==> src/core/mtg_pkg.sv <==
// Purpose: Shared constants and types of the march test pattern generator
// Assumes: Bit-organised RAM under test with 16K cells
// Notes:   Counter width follows the chain of four 4-bit stages
package mtg_pkg;

	// ****************************************************************
	// Sizes
	// ****************************************************************
	localparam int ADDR_W     = 14;
	localparam int STAGE_W    = 4;
	localparam int STAGES     = 4;
	localparam int CNT_W      = STAGE_W * STAGES;
	localparam int DATA_POS   = 14;
	localparam int END_POS    = 15;
	localparam int DISP_W     = 7;
	localparam int SYNC_DEPTH = 2;

	// ****************************************************************
	// Reset values
	// ****************************************************************
	localparam logic [CNT_W-1:0]   CNT_RESET  = 16'h0000;
	localparam logic [STAGE_W-1:0] STAGE_ZERO = 4'h0;
	localparam logic [ADDR_W-1:0]  ADDR_ZERO  = 14'h0000;
	localparam logic [DISP_W-1:0]  DISP_ZERO  = 7'h00;

	// Gray coded along idle, clear, march, done
	typedef enum logic [1:0]
	{
		ST_IDLE  = 2'h0,
		ST_CLEAR = 2'h1,
		ST_MARCH = 2'h3,
		ST_DONE  = 2'h2
	} mtg_state_type;

endpackage : mtg_pkg

==> src/core/mtg_count4.sv <==
// Purpose: One synchronous 4-bit binary counter stage with carry out
// Assumes: Stages are cascaded by feeding carry out to the next enable
// Notes:   Synchronous clear wins over counting
`timescale 1ns/10ps
module mtg_count4
	import mtg_pkg::*;
(
	input  wire logic               clock,
	input  wire logic               reset,
	input  wire logic               ce,
	input  wire logic               clr,
	input  wire logic               en,
	output logic      [STAGE_W-1:0] q,
	output logic                    tc
);

	logic [STAGE_W-1:0] q_reg;

	always_ff @(posedge clock)
	begin
		if (reset)
			q_reg <= STAGE_ZERO;
		else if (ce)
		begin
			if (clr)
				q_reg <= STAGE_ZERO;
			else if (en)
				q_reg <= q_reg + 4'h1;
		end
	end

	assign q  = q_reg;
	// Terminal carry ripples the enable into the next stage
	assign tc = en & (&q_reg);

endmodule : mtg_count4

==> src/core/mtg_march_gen.sv <==
// Purpose: March pattern generator with fail-bit map outputs
// Assumes: RAM read data settles within one clock of a stable address
// Notes:   Read data is a pin and is synchronised before it is judged
`timescale 1ns/10ps

// How it works
// - Each pass first clears every cell to background zero.
// - Every read compares the returned bit with the expected one.
// - Upward from address zero: read background, then write complement.
// - Second march repeats with zero and one exchanged.
// - Whole test is clear plus two read-write marches: five N.
// - Address comes from four cascaded synchronous 4-bit counters.
// - Counter bit above the top address bit is the data value.
// - Test ends on carry into the sequence end bit.
// - March holds each address two clocks; clear holds one.
// - Address outputs feed an X-Y display converter.
// - Fail output modulates display intensity, aligned with address.
module mtg_march_gen
	import mtg_pkg::*;
(
	input  wire logic              clock,
	input  wire logic              reset,
	input  wire logic              ce,
	input  wire logic              start,
	output logic      [ADDR_W-1:0] mem_addr,
	output logic                   mem_we,
	output logic                   mem_wdata,
	input  wire logic              mem_rdata,
	output logic                   pattern_data_bit,
	output logic                   sequence_end_bit,
	output logic      [DISP_W-1:0] disp_x,
	output logic      [DISP_W-1:0] disp_y,
	output logic                   disp_z,
	output logic                   busy,
	output logic                   done,
	output logic                   any_fail
);

	// ****************************************************************
	// Declarations
	// ****************************************************************
	mtg_state_type      state_reg;
	mtg_state_type      state_next;
	logic [CNT_W-1:0]   cnt;
	logic [STAGES-1:0]  stage_tc;
	logic [STAGES:0]    stage_en;
	logic               half_reg;
	logic               step;
	logic               cnt_clr;
	logic               addr_wrap;
	logic               end_hit;
	logic               read_slot;
	logic [SYNC_DEPTH-1:0] rd_sync_reg;
	logic               p1_valid_reg;
	logic               p1_exp_reg;
	logic [ADDR_W-1:0]  p1_addr_reg;
	logic               p2_valid_reg;
	logic               p2_exp_reg;
	logic [ADDR_W-1:0]  p2_addr_reg;
	logic               mismatch;
	logic               fail_pulse_reg;
	logic [DISP_W-1:0]  disp_x_reg;
	logic [DISP_W-1:0]  disp_y_reg;
	logic               done_reg;
	logic               any_fail_reg;

	// ****************************************************************
	// Address counter chain
	// ****************************************************************
	// Clear steps every clock; march steps on the write half only
	assign step = (state_reg == ST_CLEAR) |
		((state_reg == ST_MARCH) & half_reg);
	assign stage_en[0] = step;

	genvar gi;
	generate
		for (gi = 0; gi < STAGES; gi++)
		begin : g_stage
			mtg_count4 u_stage
			(
				.clock (clock),
				.reset (reset),
				.ce    (ce),
				.clr   (cnt_clr),
				.en    (stage_en[gi]),
				.q     (cnt[gi*STAGE_W +: STAGE_W]),
				.tc    (stage_tc[gi])
			);
			assign stage_en[gi+1] = stage_tc[gi];
		end
	endgenerate

	// End of one full address sweep
	assign addr_wrap = step & (&cnt[ADDR_W-1:0]);
	// Carry into the end bit: last write of the second march
	assign end_hit = (state_reg == ST_MARCH) & step &
		(&cnt[END_POS-1:0]);
	// After the clear sweep the chain restarts at zero so that the data
	// bit is zero for the first march
	assign cnt_clr = start | ((state_reg == ST_CLEAR) & addr_wrap);

	// ****************************************************************
	// Sequencer
	// ****************************************************************
	always_comb
	begin
		state_next = state_reg;
		case (state_reg)
			ST_IDLE:
				state_next = ST_IDLE;
			ST_CLEAR:
				if (addr_wrap)
					state_next = ST_MARCH;
			ST_MARCH:
				if (end_hit)
					state_next = ST_DONE;
			ST_DONE:
				state_next = ST_DONE;
			default:
				state_next = ST_IDLE;
		endcase
		if (start)
			state_next = ST_CLEAR;
	end

	always_ff @(posedge clock)
	begin
		if (reset)
			state_reg <= ST_IDLE;
		else if (ce)
			state_reg <= state_next;
	end

	// Toggle stage halves the address rate during the marches
	always_ff @(posedge clock)
	begin
		if (reset)
			half_reg <= 1'b0;
		else if (ce)
		begin
			if (start || state_reg != ST_MARCH)
				half_reg <= 1'b0;
			else
				half_reg <= ~half_reg;
		end
	end

	// ****************************************************************
	// Memory drive
	// ****************************************************************
	assign mem_addr         = cnt[ADDR_W-1:0];
	assign pattern_data_bit = cnt[DATA_POS];
	assign sequence_end_bit = cnt[END_POS];
	// First half reads the background, second half writes its complement
	assign read_slot = (state_reg == ST_MARCH) & ~half_reg;
	assign mem_we = (state_reg == ST_CLEAR) |
		((state_reg == ST_MARCH) & half_reg);
	// Clear writes zero; march writes the complement of the data bit
	assign mem_wdata = (state_reg == ST_MARCH) & ~cnt[DATA_POS];

	// ****************************************************************
	// Read check
	// ****************************************************************
	// Read data comes off a pin, so two flops precede any use
	always_ff @(posedge clock)
	begin
		if (reset)
			rd_sync_reg <= 2'h0;
		else if (ce)
			rd_sync_reg <= {rd_sync_reg[0], mem_rdata};
	end

	// Expected value and address travel alongside the synchroniser
	always_ff @(posedge clock)
	begin
		if (reset)
		begin
			p1_valid_reg <= 1'b0;
			p1_exp_reg   <= 1'b0;
			p1_addr_reg  <= ADDR_ZERO;
			p2_valid_reg <= 1'b0;
			p2_exp_reg   <= 1'b0;
			p2_addr_reg  <= ADDR_ZERO;
		end
		else if (ce)
		begin
			p1_valid_reg <= read_slot & ~start;
			p1_exp_reg   <= cnt[DATA_POS];
			p1_addr_reg  <= cnt[ADDR_W-1:0];
			p2_valid_reg <= p1_valid_reg & ~start;
			p2_exp_reg   <= p1_exp_reg;
			p2_addr_reg  <= p1_addr_reg;
		end
	end

	// Both polarities are checked at every cell, so a cell stuck at
	// either level fails in one of the two marches
	assign mismatch = p2_valid_reg &
		(rd_sync_reg[SYNC_DEPTH-1] != p2_exp_reg);

	// ****************************************************************
	// Fail-bit map display
	// ****************************************************************
	always_ff @(posedge clock)
	begin
		if (reset)
		begin
			fail_pulse_reg <= 1'b0;
			disp_x_reg     <= DISP_ZERO;
			disp_y_reg     <= DISP_ZERO;
		end
		else if (ce)
		begin
			fail_pulse_reg <= mismatch & ~start;
			disp_x_reg     <= p2_addr_reg[DISP_W-1:0];
			disp_y_reg     <= p2_addr_reg[ADDR_W-1:DISP_W];
		end
	end

	assign disp_x = disp_x_reg;
	assign disp_y = disp_y_reg;
	assign disp_z = fail_pulse_reg;

	// ****************************************************************
	// Status flags
	// ****************************************************************
	// Done waits for the last read to leave the check pipeline
	always_ff @(posedge clock)
	begin
		if (reset)
			done_reg <= 1'b0;
		else if (ce)
		begin
			if (start)
				done_reg <= 1'b0;
			else if (state_reg == ST_DONE && !p1_valid_reg &&
				!p2_valid_reg)
				done_reg <= 1'b1;
		end
	end

	// A mismatch in the start cycle is masked by start itself
	always_ff @(posedge clock)
	begin
		if (reset)
			any_fail_reg <= 1'b0;
		else if (ce)
		begin
			if (start)
				any_fail_reg <= 1'b0;
			else if (mismatch)
				any_fail_reg <= 1'b1;
		end
	end

	assign done     = done_reg;
	assign any_fail = any_fail_reg;
	assign busy     = (state_reg == ST_CLEAR) | (state_reg == ST_MARCH);

endmodule : mtg_march_gen

==> config.mk <==
export PLATFORM = sky130hd
export DESIGN_NAME = mtg_march_gen
export DESIGN_NICKNAME = d
export VERILOG_FILES = /design/src/core/mtg_pkg.sv /design/src/core/mtg_count4.sv /design/src/core/mtg_march_gen.sv
export SDC_FILE = /design/constraint.sdc
export NUM_CORES = 1
export LEC_CHECK = 0
export BUFFER_PORTS_ARGS = -buffer_cell sky130_fd_sc_hd__buf_4
export CORE_UTILIZATION = 55
export DETAILED_ROUTE_END_ITERATION = 8
export PLACE_DENSITY_LB_ADDON = 0.2
export SLEW_MARGIN = 5
export SYNTH_ARGS = -nofsm -noshare
export SYNTH_HDL_FRONTEND = slang
export SYNTH_SLANG_ARGS = --single-unit
==> constraint.sdc <==
create_clock -name clock -period 2.4 [get_ports clock]
set_input_delay 0.24 -clock clock [delete_from_list [all_inputs] [get_ports clock]]
set_output_delay 0.24 -clock clock [all_outputs]
set_load 0.01 [all_outputs]
==> metrics.md, run 1 <==
| Metric | Value |
|---|---|
| Status | completed |
| Crit path cell chain | ha_1 -> and3_1 -> a41o_1 -> or4_1 -> a21oi_1 |
| Clock sink total | 70 |
| Total chip power | 2.19 mW |
| Dpl hpwl | 3.78 mm |
| # Max-Cap Violations | 0 |
| Maximum fanout along the worst path | 7 |
| First-pass GRT wire length | 9.50 mm |
| Post-synthesis sequential area ratio | 49.5% |
| Later-pin clock latency in the skew report | 0.33 ns |
| TritonRoute pass-1 iters | 4 |
| Pre-CTS WS | 0.514 ns |
| Die H | 73.8 um |
| Worst Path Buf+Inv | 0 |
| TNS Setup | 0 ns |
| Max reg flops | 16 |
| Synthesis-stage register bit count | 70 |
| Post-synth EDFFs | 0 |
| IO Port Bufs | 40 |
| Synth unique cells | 41 |
| Slowest-stage cell, CP | or4_1 |
| Initial antenna violation count | 0 |
| Initial core utilization | 58.4% |
| Worst R2R Setup Slack | 0.49 ns |
| Critical path launch point type | register |
| Final period util | 79.5% |
| CP peak stage delay | 0.48 ns |
| Cts bufs inserted | 9 |
| Leak | 1.49 nW |
| Ys flop type | dfxtp_1 |
| CTS tree | done |
| RSZ-0062 raised after global routing | no |
| FFs w/ async S/R, synth | 0% |
| Clk root buf | clkbuf_8 |
| Syn_area_per_cell | 9.67 um2 |
| Post-DRT Antenna Nets | 0 |
| WHS | 0.146 ns |
| CP delay by family, top | simple AND/OR/NAND/NOR gates |
| Cells after Synth | 293 |
| Final worst slack | 0.492 ns |
| CTS max path bufs | 2 |
| Residual DRC | 0 |
| Hold crit path type | in2reg |
| Rows | 25 |
| Antenna cells | 0 |
| CTS H-tree lvls | 3 |
| Final min period | 1.91 ns |
| Critical Path AT | 2.16 ns |
| Area Overhead vs Synth | 18.2% |
| GRT Total Usage | 23.1% |
| Slew Limit Fails | 0 |
| Most frequent cells in the layout | 70 x dfxtp_1, 54 x nor2_1, 47 x mux2i_1 |
| Layout fillers | 413 |
| Post-synthesis net count | 303 |
| Total wire length | 5.62 mm |
| Post-CTS Setup Inserts | 0 |
| Vias in the first global route | 2000 |
| Total gr overflow | 0 |
| Peak supply drop | 562 uV |
| Slew headroom | 62.0% |
| Synthesized area | 2830 um2 |
| IO Pins | 41 |
| Die Wd | 73.8 um |
| Placeable Area | 4850 um2 |
| Worst-margin pin slew | 0.563 ns |
| WP data required | 2.66 ns |
| Largest net degree at the start of global routing | 42 |
| Final #Nets | 339 |
| Clock Skews | 0.00365 ns |
| Die Area | 5440 um2 |
| Routability cong. | 0.768 |
| Setup crit end kind | register |
| Worst-path clk slew | 0.07 ns |
| Post_cts resized | 0 |
| DR iter-0 viols | 120 |
| Final hold violation count | 0 |
| F_max | 524 MHz |
| Syn. warnings | 0 |
| Pwr dens | 655 nW/um2 |
| Setup violators final | 0 |
| Via-per-instance ratio | 5.57 |
| Cts hold-fix bufs | 0 |
| Most common cell after layout, fill and taps aside | dfxtp_1 |
| WL/cell | 14.0 um |
| Via count | 2226 |
| Share of post-route cells with drive strength above 1 | 17.1% |
| Setup CP Type | reg2reg |
==> power by group <==
group	switching (mW)	internal [mW]
Sequential	0.0104	1.17
Clock	0.389	0.505
Combinational	0.0726	0.0461
Total	0.472	1.72
==> per-stage QoR <==
stage	std cells	area [um2]	utilization, %
after detailed placement	385	3170	65.3
after CTS	400	3350	69.1
after global placement	385	3170	65.3
after floorplan	293	2830	-
final	400	3350	69.1
after global routing	400	3350	69.1
==> Yosys cell counts (3+ instances only) <==
| master | count | area share [%] |
|---|---|---|
| inv_1 | 3 | 0.40 |
| nand3b_1 | 3 | 0.79 |
| nand2_1 | 13 | 1.7 |
| nand4_1 | 4 | 0.88 |
| nor2_1 | 54 | 7.2 |
| dfxtp_1 | 70 | 49 |
| ha_1 | 5 | 2.2 |
| and3_1 | 6 | 1.3 |
| clkbuf_1 | 10 | 1.3 |
| or4_1 | 4 | 1.1 |
| nand4b_1 | 4 | 1.2 |
| buf_2 | 7 | 1.2 |
| mux2i_1 | 47 | 17 |
| nand3_1 | 6 | 1.1 |
| a21oi_1 | 16 | 2.8 |
| nand2b_1 | 3 | 0.66 |
| o21ai_0 | 4 | 0.71 |
==> area by class of cell <==
type                       count  area, um2  area share (%)
sequential                    70       1400            41.8
multi-input combinational    201       1340            40.0
timing repair buffer          44        330            9.86
clock buffer                  14        153            4.56
tap                           67       83.8            2.50
clock inverter                 1       30.0           0.897
inverter                       3       11.3           0.336
==> final timing paths <==
path                           startpoint                 endpoint  cells past startpoint
hold / removal                  mem_rdata           rd_sync_reg[0]                      3
hold reg to reg                  any_fail                 any_fail                      2
setup reg to reg  g_stage[2].u_stage.q[0]  g_stage[0].u_stage.q[0]                      5
setup / recovery  g_stage[2].u_stage.q[0]  g_stage[0].u_stage.q[0]                      5
==> layer usage <==
metal,global-route usage (%),vias to the layer above,share of wire [%]
met5,0,-,0
met4,12.4,0,1.9
met3,5.90,8,5.3
met2,34.8,59,46
met1,30.2,1053,47
li1,-,1106,-
==> logic make-up after synthesis <==
group / Yosys count / share of synthesized area [%]
buffers and inverters: 22 / 3.22
AOI/OAI and AO/OA: 37 / 8.35
muxes: 49 / 17.4
DFF: 70 / 49.5
xor gates and xnor gates: 1 / 0.309
and+or+nand+nor: 109 / 19.0
adders and majority gates: 5 / 2.21
==> tightest hold or removal path: cells and delay by family <==
kind | cells | cell delay [ns]
buffers and inverters | 1 | 0.08
and+or+nand+nor | 1 | 0.07
muxes | 1 | 0.05
Power figures use the tool's default switching activity.
==> inputs of run 2 (changes only) <==
==> constraint.sdc (replaced) <==
create_clock -name clock -period 1.96 [get_ports clock]
set_input_delay 0.196 -clock clock [delete_from_list [all_inputs] [get_ports clock]]
set_output_delay 0.196 -clock clock [all_outputs]
set_load 0.01 [all_outputs]
==> run 2 against run 1 <==
Total power increased by 29%. Routed wire length increased by 0.23%. Combinational power grew 31%. Non-clock buffer count grew 5. Worst hold slack lost 0.038 ns. Clock power grew 36%. Die area is the same. Sequential share of layout area shrank 0.99 points. Critical path depth unchanged. Largest power group unchanged.
==> metrics.md, run 2 (synthesized netlist as in run 1, its figures left out) <==
| Metric | Value |
|---|---|
| Status | completed (unchanged) |
| Combinational share of power | 5.5% (was 5.4%) |
| Setup CP Type | reg2reg (unchanged) |
| Final period util | 95.5% (was 79.5%) |
| Residual DRC | 0 (unchanged) |
| F_max | 534 MHz (was 524 MHz) |
| Later-pin clock latency in the skew report | 0.33 ns (about the same) |
| TNS Setup | 0 ns (unchanged) |
| IO Port Bufs | 40 (unchanged) |
| IO Pins | 41 (unchanged) |
| Pwr dens | 821 nW/um2 (was 655 nW/um2) |
| Final hold violation count | 0 (unchanged) |
| Worst R2R Setup Slack | 0.09 ns (was 0.49 ns) |
| Via count | 2223 (was 2226) |
| Setup crit end kind | register (unchanged) |
| Area Overhead vs Synth | 21.4% (was 18.2%) |
| Setup violators final | 0 (unchanged) |
| Die Wd | 73.8 um (unchanged) |
| Reg2reg path depth | 5 (unchanged) |
| Final Cell Area | 3440 um2 (was 3350 um2) |
| Pre-CTS WS | 0.0988 ns (was 0.514 ns) |
| Rows | 25 (unchanged) |
| DR iter-0 viols | 118 (was 120) |
| Post-DRT Antenna Nets | 0 (unchanged) |
| WHS | 0.108 ns (was 0.146 ns) |
| Peak supply drop | 657 uV (was 562 uV) |
| Cts bufs inserted | 9 (unchanged) |
| Final worst slack | 0.0887 ns (was 0.492 ns) |
| Hold crit path type | in2reg (unchanged) |
| Post-CTS Setup Inserts | 0 (unchanged) |
| Clock Skews | 0.00573 ns (was 0.00365 ns) |
| Die H | 73.8 um (unchanged) |
| GRT Total Usage | 22.8% (was 23.1%) |
| Dpl hpwl | 3.85 mm (was 3.78 mm) |
| CP Capture Point | g_stage[1].u_stage.q[3] (was g_stage[0].u_stage.q[0]) |
| WP data required | 2.22 ns (was 2.66 ns) |
| Via-per-instance ratio | 5.48 (was 5.57) |
| Critical path launch point type | register (unchanged) |
| Maximum fanout along the worst path | 7 (unchanged) |
| Vias in the first global route | 2078 (was 2000) |
| First-pass GRT wire length | 9.36 mm (was 9.50 mm) |
| WL/cell | 13.9 um (was 14.0 um) |
| CTS H-tree lvls | 3 (unchanged) |
| Clk root buf | clkbuf_8 (unchanged) |
| Initial antenna violation count | 0 (unchanged) |
| Sw Share | 21.2% (was 21.5%) |
| Reg-to-Reg Start | g_stage[3].u_stage.q[0] (was g_stage[2].u_stage.q[0]) |
| Share of post-route cells with drive strength above 1 | 20.6% (was 17.1%) |
| CTS tree | done (unchanged) |
| Antenna cells | 0 (unchanged) |
| RSZ-0062 raised after global routing | no (unchanged) |
| Most common cell after layout, fill and taps aside | dfxtp_1 (unchanged) |
| # Max-Cap Violations | 0 (unchanged) |
| Placeable Area | 4850 um2 (unchanged) |
| CP Launch Point | g_stage[3].u_stage.q[0] (was g_stage[2].u_stage.q[0]) |
| Sw power | 599 uW (was 472 uW) |
| Sequential power share | 51.1% (was 53.8%) |
| Placed Instance Area | 3200 um2 (was 3170 um2) |
| Slew Limit Fails | 0 (unchanged) |
| Critical Path AT | 2.13 ns (was 2.16 ns) |
| Die Area | 5440 um2 (unchanged) |
| Final min period | 1.87 ns (was 1.91 ns) |
| Reg-to-Reg End | g_stage[1].u_stage.q[3] (was g_stage[0].u_stage.q[0]) |
| Largest net degree at the start of global routing | 30 (was 42) |
| Slew headroom | 69.4% (was 62.0%) |
| Pint | 2.22 mW (was 1.72 mW) |
| Initial core utilization | 58.4% (unchanged) |
| Final #Nets | 344 (was 339) |
| Total wire length | 5.63 mm (was 5.62 mm) |
| Total gr overflow | 0 (unchanged) |
| Max reg flops | 16 (unchanged) |
| TritonRoute pass-1 iters | 4 (unchanged) |
| Worst-path clk slew | 0.07 ns (about the same) |
| Clock power share | 43.4% (was 40.8%) |
| Worst-margin pin slew | 0.459 ns (was 0.563 ns) |
| Clock sink total | 70 (unchanged) |
| Leak | 1.53 nW (was 1.49 nW) |
| Most frequent cells in the layout | 67 x dfxtp_1, 54 x nor2_1, 49 x buf_4 (was 70 x dfxtp_1, 54 x nor2_1, 47 x mux2i_1) |
| Routability cong. | 0.780 (was 0.768) |
| CTS max path bufs | 2 (unchanged) |
[run 2: changes by cell type in the layout (fill, tap and decap cells not counted), moves of 3 or more]
cell,change
dfxtp_1,-3
dfxtp_2,+3
clkbuf_8,+3
clkbuf_1,-3
buf_4,+5
[run 2: power by group through the flow]
| stage | Sequential, mW | Clock [mW] | Combinational, mW |
|---|---|---|---|
| final | 1.44 | 1.22 | 0.156 |
| after floorplan | 1.47 | 0 | 0.107 |
| after global routing | 1.44 | 1.31 | 0.170 |
| after global placement | 1.47 | 0 | 0.155 |
| after CTS | 1.44 | 1.25 | 0.154 |
| after detailed placement | 1.47 | 0 | 0.154 |
[run 2: worst min-delay path by stage]
stage / start / to / slack (ns) / cells after the start
after detailed placement: any_fail / any_fail / 0.45 / 2
after global placement: mem_rdata / rd_sync_reg[0] / 0.44 / 3
final: mem_rdata / rd_sync_reg[0] / 0.11 / 3
after global routing: mem_rdata / rd_sync_reg[0] / 0.16 / 3
after floorplan: mem_rdata / rd_sync_reg[0] / 0.34 / 2
after CTS: mem_rdata / rd_sync_reg[0] / 0.11 / 3
[run 2: repair_timing]
item / 4_1_cts / 5_1_grt
resized for setup: 0 / 5
endpoints found under the hold margin: 0 / 0
endpoints found under the setup margin: 0 / 1
hold buffers: 0 / 0
[run 2: worst max-delay path, stage by stage (launching register included)]
cell and delay (ns):
dfxtp_1 0.35, ha_1 0.24, and3b_1 0.23, a41o_4 0.33, or4_1 0.48, a31oi_1 0.18
[run 2: area by class of cell]
class / count / area [um2]
fillers: 373 / 1410
clock buffers: 14 / 183
inverters: 3 / 11.3
well taps: 67 / 83.8
flip-flops and latches: 70 / 1410
clock inverters: 2 / 37.5
repair buffers: 49 / 368
multi-input cells: 201 / 1350
[run 2: metrics by stage]
step	utilization [%]	std cells	total power [mW]
floorplan	-	293	1.58
global placement	66.1	390	1.63
detailed placement	66.1	390	1.63
CTS	70.6	406	2.85
global route	70.9	406	2.92
finish	70.9	406	2.82
[run 2: metal layers]
metal / wire length, um / GRT usage (%) / up-vias
met1: 2640 / 29.8 / 1035
li1: - / - / 1124
met5: 0 / 0 / -
met2: 2660 / 35.7 / 55
met4: 76 / 10.3 / 0
met3: 253 / 5.35 / 9
==> inputs of run 3 (changes only) <==
--- a/config.mk
+++ b/config.mk
@@ -9,6 +9,7 @@
 export CORE_UTILIZATION = 55
 export DETAILED_ROUTE_END_ITERATION = 8
 export PLACE_DENSITY_LB_ADDON = 0.2
+export RECOVER_POWER = 100
 export SLEW_MARGIN = 5
 export SYNTH_ARGS = -nofsm -noshare
 export SYNTH_HDL_FRONTEND = slang
==> run 3 against run 2 <==
Global-route usage unchanged. Non-clock buffer count unchanged. Die area unchanged. Largest power group unchanged. Final area decreased by 4.1%. Core utilization decreased by 2.9 points. Largest cell class unchanged. Flip-flop and latch count unchanged. Total power decreased by 0.37%. Critical path type unchanged. Critical endpoint unchanged.
==> metrics.md, run 3 (synthesized netlist as in run 1, its figures left out) <==
| Metric | Value |
|---|---|
| Total wire length | 5.60 mm (was 5.63 mm) |
| Slowest-stage cell, CP | or4_1 (unchanged) |
| Setup violators final | 0 (unchanged) |
| Critical Path AT | 2.13 ns (about the same) |
| Clock Skews | 0.00619 ns (was 0.00573 ns) |
| Final period util | 95.4% (was 95.5%) |
| Clk root buf | clkbuf_8 (unchanged) |
| CTS H-tree lvls | 3 (unchanged) |
| Later-pin clock latency in the skew report | 0.33 ns (about the same) |
| Total gr overflow | 0 (unchanged) |
| Placeable Area | 4850 um2 (unchanged) |
| Area Overhead vs Synth | 16.4% (was 21.4%) |
| Setup CP Type | reg2reg (unchanged) |
| Routability cong. | 0.780 (unchanged) |
| Sw Share | 21.2% (about the same) |
| Max reg flops | 16 (unchanged) |
| Clock power share | 43.4% (about the same) |
| TritonRoute pass-1 iters | 4 (unchanged) |
| Rows | 25 (unchanged) |
| DR iter-0 viols | 123 (was 118) |
| CTS tree | done (unchanged) |
| Pre-CTS WS | 0.0988 ns (unchanged) |
| Final worst slack | 0.0898 ns (was 0.0887 ns) |
| Slew Limit Fails | 0 (unchanged) |
| CP peak stage delay | 0.48 ns (about the same) |
| Post-DRT Antenna Nets | 0 (unchanged) |
| Via-per-instance ratio | 5.45 (was 5.48) |
| Die H | 73.8 um (unchanged) |
| Maximum fanout along the worst path | 7 (unchanged) |
| Reg2reg path depth | 5 (unchanged) |
| WP data required | 2.22 ns (about the same) |
| Sequential power share | 51.3% (was 51.1%) |
| Pwr dens | 853 nW/um2 (was 821 nW/um2) |
| Crit path cell chain | ha_1 -> and3b_1 -> a41o_4 -> or4_1 -> a31oi_1 (unchanged) |
| Slew headroom | 34.4% (was 69.4%) |
| First-pass GRT wire length | 9.36 mm (unchanged) |
| IO Port Bufs | 40 (unchanged) |
| Critical path launch point type | register (unchanged) |
| Peak supply drop | 657 uV (about the same) |
| Worst-margin pin slew | 0.984 ns (was 0.459 ns) |
| Die Area | 5440 um2 (unchanged) |
| Pint | 2.22 mW (about the same) |
| CP Depth | 5 (unchanged) |
| Largest net degree at the start of global routing | 30 (unchanged) |
| Residual DRC | 0 (unchanged) |
| WL/cell | 13.8 um (was 13.9 um) |
| Worst Path Buf+Inv | 0 (unchanged) |
| Total chip power | 2.81 mW (was 2.82 mW) |
| Setup crit end kind | register (unchanged) |
| F_max | 535 MHz (was 534 MHz) |
| Cts bufs inserted | 9 (unchanged) |
| Final #Nets | 344 (unchanged) |
| Sw power | 596 uW (was 599 uW) |
| Via count | 2211 (was 2223) |
| Share of post-route cells with drive strength above 1 | 9.44% (was 20.6%) |
| Die Wd | 73.8 um (unchanged) |
| IO Pins | 41 (unchanged) |
| Leak | 1.38 nW (was 1.53 nW) |
| Dpl hpwl | 3.85 mm (unchanged) |
| Worst-path clk slew | 0.07 ns (about the same) |
| Status | completed (unchanged) |
| Worst Hold Depth | 3 (unchanged) |
| Final min period | 1.87 ns (about the same) |
| Most frequent cells in the layout | 68 x dfxtp_1, 54 x nor2_1, 47 x mux2i_1 (was 67 x dfxtp_1, 54 x nor2_1, 49 x buf_4) |
| CP delay by family, top | simple AND/OR/NAND/NOR gates (unchanged) |
| Initial antenna violation count | 0 (unchanged) |
| Final hold violation count | 0 (unchanged) |
| CTS max path bufs | 2 (unchanged) |
| Initial core utilization | 58.4% (unchanged) |
| Most common cell after layout, fill and taps aside | dfxtp_1 (unchanged) |
| Clock sink total | 70 (unchanged) |
| Vias in the first global route | 2078 (unchanged) |
| GRT Total Usage | 22.8% (unchanged) |
| Antenna cells | 0 (unchanged) |
| Layout fillers | 416 (was 373) |
| # Max-Cap Violations | 0 (unchanged) |
| Hold crit path type | in2reg (unchanged) |
| Combinational share of power | 5.3% (was 5.5%) |
-- run 3: per-layer routing --
metal / vias up / track usage, % / routed length (um)
met2: 42 / 35.7 / 2640
met3: 9 / 5.35 / 232
li1: 1125 / - / -
met1: 1035 / 29.8 / 2650
met5: - / 0 / 0
met4: 0 / 10.3 / 76
-- run 3: power groups by stage --
| stage | Clock, mW | Combinational (mW) | Sequential, mW |
|---|---|---|---|
| 2_1_floorplan | 0 | 0.107 | 1.47 |
| 3_3_place_gp | 0 | 0.155 | 1.47 |
| 3_5_place_dp | 0 | 0.154 | 1.47 |
| 4_1_cts | 1.25 | 0.154 | 1.44 |
| 5_1_grt | 1.31 | 0.163 | 1.44 |
| 6_report | 1.22 | 0.149 | 1.44 |
-- run 3: final timing paths --
path / from / to / slack, ns
setup / recovery: g_stage[3].u_stage.q[0] / g_stage[1].u_stage.q[3] / 0.09
setup reg to reg: g_stage[3].u_stage.q[0] / g_stage[1].u_stage.q[3] / 0.09
hold reg to reg: any_fail / any_fail / 0.45
hold / removal: mem_rdata / rd_sync_reg[0] / 0.11
-- run 3: cell type report --
cell class / count / area [um2] / area share, %
Sequential cell: 70 / 1400 / 42.6
Multi-Input combinational cell: 201 / 1350 / 41.0
Timing Repair Buffer: 49 / 226 / 6.87
Clock buffer: 14 / 183 / 5.54
Tap cell: 67 / 83.8 / 2.54
Clock inverter: 2 / 37.5 / 1.14
Inverter: 3 / 11.3 / 0.342
-- run 3: what timing repair did --
action	CTS	global route
setup buffers	0	0
endpoints found under the setup margin	0	1
resized for setup	0	5
hold buffers	0	0
-- run 3: per-stage QoR --
| step | setup TNS [ns] | util, % | instances | area (um2) | hold WS (ns) |
|---|---|---|---|---|---|
| floorplan | 0 | - | 293 | 2830 | 0.343 |
| global placement | 0 | 66.1 | 390 | 3200 | 0.435 |
| detailed placement | 0 | 66.1 | 390 | 3200 | 0.447 |
| CTS | 0 | 70.6 | 406 | 3420 | 0.106 |
| global route | -0.00378 | 68.0 | 406 | 3300 | 0.156 |
| finish | 0 | 68.0 | 406 | 3300 | 0.109 |
-- run 3: worst register-to-register path: stages, from the launching register on --
cell	delay [ns]
dfxtp_1	0.35
ha_1	0.24
and3b_1	0.23
a41o_4	0.33
or4_1	0.48
a31oi_1	0.18
